`src/rtl/usbxc_pkg.sv`:
```
// Constants for the USB transceiver control block
package usbxc_pkg;
  localparam logic [7:0] XCN_ADDR       = 8'hd7;
  localparam logic [7:0] XCN_RESET      = 8'h00;
  localparam int         PULLUP_EN_BIT  = 7;
  localparam int         XCVR_EN_BIT    = 6;
  localparam int         SPEED_BIT      = 5;
  localparam int         TEST_HI_BIT    = 4;
  localparam int         TEST_LO_BIT    = 3;
  localparam int         DIFF_BIT       = 2;
  localparam int         DPLUS_BIT      = 1;
  localparam int         DMINUS_BIT     = 0;
  localparam logic [7:0] WRITABLE_MASK  = 8'hf8;
  localparam int         EP_PAIRS       = 3;
  localparam logic [7:0] EP_CTRL_ADDR   = 8'h00;
  localparam logic [7:0] EP_IN_FLAG     = 8'h80;
  typedef enum logic [1:0] {
    USBXC_TEST_NORMAL = 2'h0,
    USBXC_TEST_DIFF1  = 2'h1,
    USBXC_TEST_DIFF0  = 2'h2,
    USBXC_TEST_SE0    = 2'h3
  } usbxc_test_type;
endpackage

```
`src/rtl/usbxc_transceiver_control.sv`:
```
// USB function transceiver control register and line drive
// What this block does
// - Acts as USB function only, never host
// - Endpoint zero is control, address 0x00
// - Three IN/OUT pairs, addresses 0x81-0x83, 0x01-0x03
// - Speed one: full speed, pull-up on D+
// - Speed zero: low speed, pull-up on D-
// - Pull-up enable bit attaches or detaches device
// - Pull-up only while VBUS is present
// - Transceiver enable bit; zero means suspend
// - Test field forces line drive states while transceiver enable is set
// - Bit 2 reports differential receiver value
`timescale 1ns/10ps
`default_nettype none
module usbxc_transceiver_control (
  input  wire logic       mclk,
  input  wire logic       nrst,
  input  wire logic [7:0] regAddr,
  input  wire logic       regWr,
  input  wire logic [7:0] regWdata,
  output logic      [7:0] regRdata,
  input  wire logic       vbusPresent,
  input  wire logic       dplusIn,
  input  wire logic       dminusIn,
  output logic            dplusOut,
  output logic            dplusOe,
  output logic            dminusOut,
  output logic            dminusOe,
  output logic            dplusPullup,
  output logic            dminusPullup,
  output logic            transceiverSuspend,
  output logic            fullSpeed,
  output logic            hostRole,
  output logic [7:0]      epInAddr1,
  output logic [7:0]      epInAddr3,
  output logic [7:0]      epOutAddr3,
  output logic [7:0]      epCtrlAddr
);
  logic [7:0] ctrl_q;
  logic [1:0] vbusSync_q, dpSync_q, dmSync_q;
  logic       vbus, dpLevel, dmLevel;
  logic       wrHit;

  // Two-stage synchronisers; only stage 2 is read
  always_ff @(posedge mclk or negedge nrst) begin
    if (!nrst) begin
      vbusSync_q <= 2'h0;
      dpSync_q   <= 2'h0;
      dmSync_q   <= 2'h0;
    end else begin
      vbusSync_q <= {vbusSync_q[0], vbusPresent};
      dpSync_q   <= {dpSync_q[0], dplusIn};
      dmSync_q   <= {dmSync_q[0], dminusIn};
    end
  end
  assign vbus    = vbusSync_q[1];
  assign dpLevel = dpSync_q[1];
  assign dmLevel = dmSync_q[1];

  assign wrHit = regWr && (regAddr == usbxc_pkg::XCN_ADDR);

  // Only bits 7..3 store; status bits stay zero here
  always_ff @(posedge mclk or negedge nrst) begin
    if (!nrst) begin
      ctrl_q <= usbxc_pkg::XCN_RESET;
    end else if (wrHit) begin
      ctrl_q <= regWdata & usbxc_pkg::WRITABLE_MASK;
    end
  end

  logic pullupEn, xcvrEn, speed;
  assign pullupEn = ctrl_q[usbxc_pkg::PULLUP_EN_BIT];
  assign xcvrEn   = ctrl_q[usbxc_pkg::XCVR_EN_BIT];
  assign speed    = ctrl_q[usbxc_pkg::SPEED_BIT];
  usbxc_pkg::usbxc_test_type testMode;
  assign testMode = usbxc_pkg::usbxc_test_type'(
    ctrl_q[usbxc_pkg::TEST_HI_BIT:usbxc_pkg::TEST_LO_BIT]);

  // Readback with live line status
  always_ff @(posedge mclk or negedge nrst) begin
    if (!nrst) begin
      regRdata <= usbxc_pkg::XCN_RESET;
    end else if (regAddr == usbxc_pkg::XCN_ADDR) begin
      regRdata <= ctrl_q;
      regRdata[usbxc_pkg::DIFF_BIT]   <= xcvrEn & dpLevel & ~dmLevel;
      regRdata[usbxc_pkg::DPLUS_BIT]  <= dpLevel;
      regRdata[usbxc_pkg::DMINUS_BIT] <= dmLevel;
    end else begin
      regRdata <= 8'h00;
    end
  end

  // Pull-up placement
  always_ff @(posedge mclk or negedge nrst) begin
    if (!nrst) begin
      dplusPullup  <= 1'b0;
      dminusPullup <= 1'b0;
      fullSpeed    <= 1'b0;
    end else begin
      dplusPullup  <= pullupEn & vbus & speed;
      dminusPullup <= pullupEn & vbus & ~speed;
      fullSpeed    <= speed;
    end
  end

  // Test-mode line drive
  always_ff @(posedge mclk or negedge nrst) begin
    if (!nrst) begin
      dplusOut           <= 1'b0;
      dminusOut          <= 1'b0;
      dplusOe            <= 1'b0;
      dminusOe           <= 1'b0;
      transceiverSuspend <= 1'b1;
    end else begin
      transceiverSuspend <= ~xcvrEn;
      dplusOe  <= xcvrEn && (testMode != usbxc_pkg::USBXC_TEST_NORMAL);
      dminusOe <= xcvrEn && (testMode != usbxc_pkg::USBXC_TEST_NORMAL);
      unique case (testMode)
        usbxc_pkg::USBXC_TEST_NORMAL: begin
          dplusOut  <= 1'b0;
          dminusOut <= 1'b0;
        end
        usbxc_pkg::USBXC_TEST_DIFF1: begin
          dplusOut  <= 1'b1;
          dminusOut <= 1'b0;
        end
        usbxc_pkg::USBXC_TEST_DIFF0: begin
          dplusOut  <= 1'b0;
          dminusOut <= 1'b1;
        end
        usbxc_pkg::USBXC_TEST_SE0: begin
          dplusOut  <= 1'b0;
          dminusOut <= 1'b0;
        end
      endcase
    end
  end

  // Fixed function role and endpoint map
  always_ff @(posedge mclk or negedge nrst) begin
    if (!nrst) begin
      hostRole   <= 1'b0;
      epCtrlAddr <= usbxc_pkg::EP_CTRL_ADDR;
      epInAddr1  <= usbxc_pkg::EP_IN_FLAG | 8'h01;
      epInAddr3  <= usbxc_pkg::EP_IN_FLAG | 8'(usbxc_pkg::EP_PAIRS);
      epOutAddr3 <= 8'(usbxc_pkg::EP_PAIRS);
    end else begin
      hostRole   <= 1'b0;
      epCtrlAddr <= usbxc_pkg::EP_CTRL_ADDR;
      epInAddr1  <= usbxc_pkg::EP_IN_FLAG | 8'h01;
      epInAddr3  <= usbxc_pkg::EP_IN_FLAG | 8'(usbxc_pkg::EP_PAIRS);
      epOutAddr3 <= 8'(usbxc_pkg::EP_PAIRS);
    end
  end

  property p_pullup_dplus;
    @(posedge mclk) disable iff (!nrst)
    (pullupEn && vbus && speed) |=> dplusPullup && !dminusPullup;
  endproperty
  a_pullup_dplus: assert property (p_pullup_dplus) else $error("D+ pull-up missing");

  property p_pullup_dminus;
    @(posedge mclk) disable iff (!nrst)
    (pullupEn && vbus && !speed) |=> dminusPullup && !dplusPullup;
  endproperty
  a_pullup_dminus: assert property (p_pullup_dminus) else $error("D- pull-up missing");

  property p_detached;
    @(posedge mclk) disable iff (!nrst)
    !pullupEn |=> !dplusPullup && !dminusPullup;
  endproperty
  a_detached: assert property (p_detached) else $error("Pull-up on while disabled");

  property p_vbus_gate;
    @(posedge mclk) disable iff (!nrst)
    (dplusPullup || dminusPullup) |-> $past(vbus);
  endproperty
  a_vbus_gate: assert property (p_vbus_gate) else $error("Pull-up without VBUS");

  property p_suspend;
    @(posedge mclk) disable iff (!nrst)
    wrHit ##1 1'b1 |=> transceiverSuspend == !$past(regWdata[usbxc_pkg::XCVR_EN_BIT], 2);
  endproperty
  a_suspend: assert property (p_suspend) else $error("Suspend not following enable");

  property p_se0;
    @(posedge mclk) disable iff (!nrst)
    (xcvrEn && testMode == usbxc_pkg::USBXC_TEST_SE0) |=> dplusOe && !dplusOut && !dminusOut;
  endproperty
  a_se0: assert property (p_se0) else $error("SE0 not driven");

  property p_diff_read;
    @(posedge mclk) disable iff (!nrst)
    (regAddr == usbxc_pkg::XCN_ADDR && !xcvrEn) |=> !regRdata[usbxc_pkg::DIFF_BIT];
  endproperty
  a_diff_read: assert property (p_diff_read) else $error("Receiver bit set while disabled");

  property p_live_lines;
    @(posedge mclk) disable iff (!nrst)
    regAddr == usbxc_pkg::XCN_ADDR |=>
      regRdata[usbxc_pkg::DPLUS_BIT] == $past(dpLevel) &&
      regRdata[usbxc_pkg::DMINUS_BIT] == $past(dmLevel);
  endproperty
  a_live_lines: assert property (p_live_lines) else $error("Line level readback wrong");

  property p_status_ro;
    @(posedge mclk) disable iff (!nrst)
    ctrl_q[2:0] == 3'h0;
  endproperty
  a_status_ro: assert property (p_status_ro) else $error("Status bits stored a write");

  property p_no_host;
    @(posedge mclk) disable iff (!nrst)
    !hostRole;
  endproperty
  a_no_host: assert property (p_no_host) else $error("Host role asserted");

  property p_diff1_drive;
    @(posedge mclk) disable iff (!nrst)
    (xcvrEn && testMode == usbxc_pkg::USBXC_TEST_DIFF1) |=>
      dplusOe && dminusOe && dplusOut && !dminusOut;
  endproperty
  a_diff1_drive: assert property (p_diff1_drive) else $error("Diff one wrong");

  property p_diff0_drive;
    @(posedge mclk) disable iff (!nrst)
    (xcvrEn && testMode == usbxc_pkg::USBXC_TEST_DIFF0) |=>
      dplusOe && dminusOe && !dplusOut && dminusOut;
  endproperty
  a_diff0_drive: assert property (p_diff0_drive) else $error("Diff zero wrong");

  property p_se0_dminus;
    @(posedge mclk) disable iff (!nrst)
    (xcvrEn && testMode == usbxc_pkg::USBXC_TEST_SE0) |=> dminusOe;
  endproperty
  a_se0_dminus: assert property (p_se0_dminus) else $error("SE0 D- not driven");

  property p_normal_release;
    @(posedge mclk) disable iff (!nrst)
    (!xcvrEn || testMode == usbxc_pkg::USBXC_TEST_NORMAL) |=> !dplusOe && !dminusOe;
  endproperty
  a_normal_release: assert property (p_normal_release) else $error("Lines driven");

  property p_full_speed;
    @(posedge mclk) disable iff (!nrst)
    speed |=> fullSpeed;
  endproperty
  a_full_speed: assert property (p_full_speed) else $error("Full speed not set");

  property p_low_speed;
    @(posedge mclk) disable iff (!nrst)
    !speed |=> !fullSpeed;
  endproperty
  a_low_speed: assert property (p_low_speed) else $error("Low speed not set");

  property p_one_pullup;
    @(posedge mclk) disable iff (!nrst)
    !(dplusPullup && dminusPullup);
  endproperty
  a_one_pullup: assert property (p_one_pullup) else $error("Both pull-ups on");

  property p_vbus_off;
    @(posedge mclk) disable iff (!nrst)
    !vbus |=> !dplusPullup && !dminusPullup;
  endproperty
  a_vbus_off: assert property (p_vbus_off) else $error("Pull-up with VBUS off");

  property p_enable_awake;
    @(posedge mclk) disable iff (!nrst)
    xcvrEn |=> !transceiverSuspend;
  endproperty
  a_enable_awake: assert property (p_enable_awake) else $error("Suspend while on");

  property p_ctrl_write;
    @(posedge mclk) disable iff (!nrst)
    wrHit |=> ctrl_q[7:3] == $past(regWdata[7:3]);
  endproperty
  a_ctrl_write: assert property (p_ctrl_write) else $error("Write not stored");

  property p_ctrl_hold;
    @(posedge mclk) disable iff (!nrst)
    !wrHit |=> $stable(ctrl_q);
  endproperty
  a_ctrl_hold: assert property (p_ctrl_hold) else $error("Control changed");

  property p_diff_one;
    @(posedge mclk) disable iff (!nrst)
    (regAddr == usbxc_pkg::XCN_ADDR && xcvrEn && dpLevel && !dmLevel) |=>
      regRdata[usbxc_pkg::DIFF_BIT];
  endproperty
  a_diff_one: assert property (p_diff_one) else $error("Diff one not read");

  property p_diff_zero;
    @(posedge mclk) disable iff (!nrst)
    (regAddr == usbxc_pkg::XCN_ADDR && xcvrEn && !dpLevel && dmLevel) |=>
      !regRdata[usbxc_pkg::DIFF_BIT];
  endproperty
  a_diff_zero: assert property (p_diff_zero) else $error("Diff zero not read");

  property p_other_addr;
    @(posedge mclk) disable iff (!nrst)
    regAddr != usbxc_pkg::XCN_ADDR |=> regRdata == 8'h00;
  endproperty
  a_other_addr: assert property (p_other_addr) else $error("Other address read");

  property p_ctrl_ep;
    @(posedge mclk) disable iff (!nrst)
    epCtrlAddr == usbxc_pkg::EP_CTRL_ADDR;
  endproperty
  a_ctrl_ep: assert property (p_ctrl_ep) else $error("Control endpoint moved");
endmodule
`default_nettype wire

```
`config.mk`:
```
export PLATFORM = sky130hd
export DESIGN_NAME = usbxc_transceiver_control
export DESIGN_NICKNAME = d
export VERILOG_FILES = /design/src/rtl/usbxc_pkg.sv /design/src/rtl/usbxc_transceiver_control.sv
export SDC_FILE = /design/constraint.sdc
export NUM_CORES = 1
export LEC_CHECK = 0
export BUFFER_PORTS_ARGS = -buffer_cell sky130_fd_sc_hd__buf_4
export CORE_ASPECT_RATIO = 2
export CORE_MARGIN = 5
export CORE_UTILIZATION = 37
export CTS_CLUSTER_DIAMETER = 50
export DETAILED_ROUTE_END_ITERATION = 8
export PLACE_DENSITY = 0.74
export SETUP_SLACK_MARGIN = 0.2
export SYNTH_ARGS = -nofsm -noshare
export SYNTH_HDL_FRONTEND = slang
export SYNTH_SLANG_ARGS = --single-unit
```
`constraint.sdc`:
```
create_clock -name mclk -period 0.9 [get_ports mclk]
set_clock_uncertainty 0.1 [all_clocks]
set_input_delay 0.09 -clock mclk [delete_from_list [all_inputs] [get_ports mclk]]
set_output_delay 0.09 -clock mclk [all_outputs]
set_load 0.05 [all_outputs]
```
# Word level (Yosys, flattened, before mapping)
# Index checks and enable logic that the tools add are counted.
# classes
n_eq_ne	4
n_mux	3
bitwise_logic	8
reduce_logical	6
# ops
op	count
equality test 8 bit, second input constant	1
two-way mux 8 bit	1
OR reduction 3 bit	2
bitwise AND 1 bit	5
equality test 2 bit, second input constant	2
one-hot mux 1 bit (2 select lines)	2
inverter 1 bit	3
equality test 2 x 1 -> 1 bit, second input constant	1
logical AND 1 bit	2
zero test 2 bit	1
nonzero test 2 bit	1
# totals
ff_bits	26
input_bits	22
out_inout_bits	49
wordCells	33

# Logic depth before layout (Yosys ltp)
# logic_depth
word_depth	3
depth_mapped	4
ltp_nobuf	3

# Worst setup path before layout
# Ideal clock, no wire load.
# synth_timing
path_type	input to register
start	in regAddr[3]
end	reg ctrl_q[3]
arrival_ns	1.023
slack_ns	-0.348
path_stages	4
path_buffers	1
cell_sequence	nand4b_4 -> or3_1 -> buf_6 -> mux2_4
# synth_between
elab_chain_cells	2
# synth_lines
item	line	rtl
from (decl)	usbxc_transceiver_control.sv:18	input wire logic [7:0] regAddr,
equality test 8 bit	usbxc_transceiver_control.sv:60	assign wrHit = regWr && (regAddr == usbxc_pkg::XCN_ADDR);
logical AND 1 bit	usbxc_transceiver_control.sv:60	
to (signal assigned)	usbxc_transceiver_control.sv:65	ctrl_q <= usbxc_pkg::XCN_RESET;
to (signal assigned)	usbxc_transceiver_control.sv:67	ctrl_q <= regWdata & usbxc_pkg::WRITABLE_MASK;
to (decl)	usbxc_transceiver_control.sv:39	logic [7:0] ctrl_q;
# Every way passes these cells.
# A chain may end at the register's enable or synchronous reset.

# Worst setup path in the final report
# layout_timing
start	reg transceiverSuspend
end	out transceiverSuspend
# layout_rtl
item	line	rtl
from (decl)	usbxc_transceiver_control.sv:31	output logic transceiverSuspend,
from (signal assigned)	usbxc_transceiver_control.sv:115	transceiverSuspend <= ~xcvrEn;
# No word-level cell between the ends.

==> results.sh <==
export IMPL_synth_top_family_by_area="buffers and inverters"
export IMPL_netlist_top_cell_by_area="dfrtp_1"
export IMPL_worstPathRequired_ns=0.71
export IMPL_wl_um=1900
export IMPL_postSynth_asyncResetShare_pct=100
export IMPL_wl_per_cell_um=11.6
export IMPL_reg2reg_from="ctrl_q[3]"
export IMPL_synth_commonest_cells="buf_4, dfrtp_1, and2_1, mux2_4, nor2_1"
export IMPL_synth_area_leaders="dfrtp_1, buf_4, mux2_4"
export IMPL_cp_arrival_ns=0.94
export IMPL_cts_max_path_buffers=2
export IMPL_critPathMaxFanout=1
export IMPL_yosys_area_top_type_share_pct=55.1
export IMPL_ir_drop_mv=0.965
export IMPL_fillerInstances=248
export IMPL_finalSetupViolCount=21
export IMPL_vias=670
export IMPL_cts_sinks=26
export IMPL_final_antenna_net_count=0
export IMPL_cp_slowest_stage_delay_ns=0.54
export IMPL_antenna_cells=0
export IMPL_r2r_setup_slack_ns=-0.04
export IMPL_io_buffers=34
export IMPL_yosysWarningCount=0
export IMPL_ys_types=17
export IMPL_core_area_um2=2980
export IMPL_cp_top_family="flip-flops"
export IMPL_hold_start="regWdata[7]"
export IMPL_fin_crit_sh_pct=126
export IMPL_synth_flop_cell="dfrtp_1"
export IMPL_final_util_pct=53.8
export IMPL_fin_hold_ws_ns=-0.0522
export IMPL_synth_fa_ha_area_share_pct=0
export IMPL_seq_area_um2=671
export IMPL_grt_total_usage_pct=8.74
export IMPL_report_final_hold_viol_count=5
export IMPL_hpwl_um=1560
export IMPL_crit_buf_inv=1
export IMPL_grt_pass1_vias=656
export IMPL_grt_max_degree=27
export IMPL_crit_slowest_cell="dfstp_2"
export IMPL_cts_tree="built"
export IMPL_hold_class="in -> reg"
export IMPL_p_leak_nw=0.846
export IMPL_slew_viol_final=0
export IMPL_nets=157
export IMPL_viasPerCell=4.09
export IMPL_drt_initial_drc_count=8
export IMPL_antenna_found_initial=0
export IMPL_place_ws_ns=-0.531
export IMPL_die_area_um2=4350
export IMPL_drv_cap=0
export IMPL_synth_mux_area_share_pct=6.61
export IMPL_cp_startpoint="transceiverSuspend"
export IMPL_die_h_um=88.4
export IMPL_numCtsBuffers=3
export IMPL_startpoint_type="flip-flop"
export IMPL_worst_slack_ns=-0.230
export IMPL_clk_pin_slew_worst_paths_ns=0.09
export IMPL_dpl_cell_count=153
export IMPL_syn_avg_cell_area_um2=12.8
export IMPL_violations="hold timing, setup timing"
export IMPL_areaGrowthSynthToFinish_pct=41.1
export IMPL_p_per_area_nw_per_um2=1680
export IMPL_rr_worst_depth=1
export IMPL_seq_area_frac_synth_pct=57.4
export IMPL_overflow=0
export IMPL_stdcell_count=164
export IMPL_drt_pass1_iter_count=2
export IMPL_worstSetupPathType="reg -> out"
export IMPL_htree_levels=1
export IMPL_synth_xor_area_share_pct=0
export IMPL_netlist_area_um2=1140
export IMPL_gp_congestion=0.610
export IMPL_status="finished, violations left"
export IMPL_hold_path_depth=2
export IMPL_crit_chain="buf_8"
export IMPL_fmax_ghz=0.885
export IMPL_drive_gt1_share_pct=59.7
export IMPL_initial_core_util_pct=38.2
export IMPL_pin_count=71
export IMPL_synth_simple_area_share_pct=11.2
export IMPL_synthCells=89
export IMPL_die_x_um=49.2
export IMPL_rsz0062_at_grt="true"
export IMPL_cts_hold_buffers_added=4
export IMPL_drc_errors=0
export IMPL_multi_input_area_um2=378
export IMPL_grt_pass1_wl_um=2870
export IMPL_finalCriticalPeriod_ns=1.13
export IMPL_clockRootBuffer="clkbuf_8"
export IMPL_crit_cells=1
export IMPL_tns_ns=-2.53
export IMPL_end_kind="output pin"
export IMPL_synth_edff_count=0
export IMPL_synth_compound_area_share_pct=0
export IMPL_post_synth_top_count_cell="buf_4"
export IMPL_clk_latency_ns=0.27
export IMPL_ys_seq_elements=26
export IMPL_std_cell_rows=28
## layout by cell type (no fill, tap or decap)
master,netlist,layout
and3b_1,1,1
and2_4,0,5
nor2_2,0,3
nand4b_1,1,1
dlygate4sd3_1,0,4
dfrtp_1,25,10
buf_4,34,18
inv_1,2,1
and2_1,6,1
buf_6,1,22
nor2b_1,2,1
dfrtp_2,0,15
nor2b_4,0,1
bufinv_16,0,1
mux2_4,5,5
nor3_4,0,1
clkbuf_8,0,3
nand2_1,1,1
and3_1,1,1
inv_2,0,1
buf_8,0,1
conb_1,2,33
dfstp_2,1,1
nand4b_4,1,1
nor2_4,0,1
or3_4,0,1
## state kept, by name, summed over array words and instances (netlist names)
signal,flops
regRdata,8
ctrl_q,5
dmSync_q,2
dpSync_q,2
vbusSync_q,2
dminusOut,1
dminusPullup,1
dplusOe,1
dplusOut,1
dplusPullup,1
fullSpeed,1
transceiverSuspend,1
## area by class of cell
| class | instances | area share [%] |
|---|---|---|
| Tap cell | 30 | 2.34 |
| Clock inverter | 1 | 1.87 |
| Inverter | 2 | 0.468 |
| Sequential cell | 26 | 41.8 |
| Timing Repair Buffer | 45 | 27.3 |
| Clock buffer | 3 | 2.58 |
| Multi-Input combinational cell | 57 | 23.6 |
## final timing paths
path | endpoint
worst max-delay path | transceiverSuspend
worst min-delay path | ctrl_q[7]
worst max register to register | ctrl_q[3]
worst min register to register | vbusSync_q[1]
max in group asynchronous | transceiverSuspend
min in group asynchronous | regRdata[0]
## metal layers
metal,GRT usage (%),routed length (um)
met5,0,0
met4,5.88,31
met3,2.19,238
met2,15.7,1080
met1,8.55,549
## report_power, final
group	internal (W)	switching, W	total, W
Combinational	0.000127	0.000400	0.000526
Clock	0.000595	0.000344	0.000939
Sequential	0.00120	0.0000250	0.00123
## logic make-up (layout without fill, tap and decap cells)
| kind of cell | Yosys count | after routing |
|---|---|---|
| and+or+nand+nor | 19 | 19 |
| muxes | 5 | 5 |
| buffers and inverters | 37 | 51 |
| DFF | 26 | 26 |
| other | 2 | 33 |
## repair_timing
action                     in CTS  in global routing
gates cloned                    0                  0
setup endpoints to repair      35                 36
pin swaps                       7                  4
resized for setup              34                  7
hold endpoints to repair       34                  5
buffers inserted                2                  1
## through the flow
stage          total power [W]  area (um2)  hold WS [ns]
4_1_cts                0.00270        1570       -0.0570
5_1_grt                0.00279        1600       -0.0570
3_5_place_dp           0.00173        1330       -0.0942
6_report               0.00269        1600       -0.0522
2_1_floorplan          0.00172        1280        -0.306
3_3_place_gp           0.00172        1330        -0.101
No activity file was read; power rests on OpenSTA's default activity.
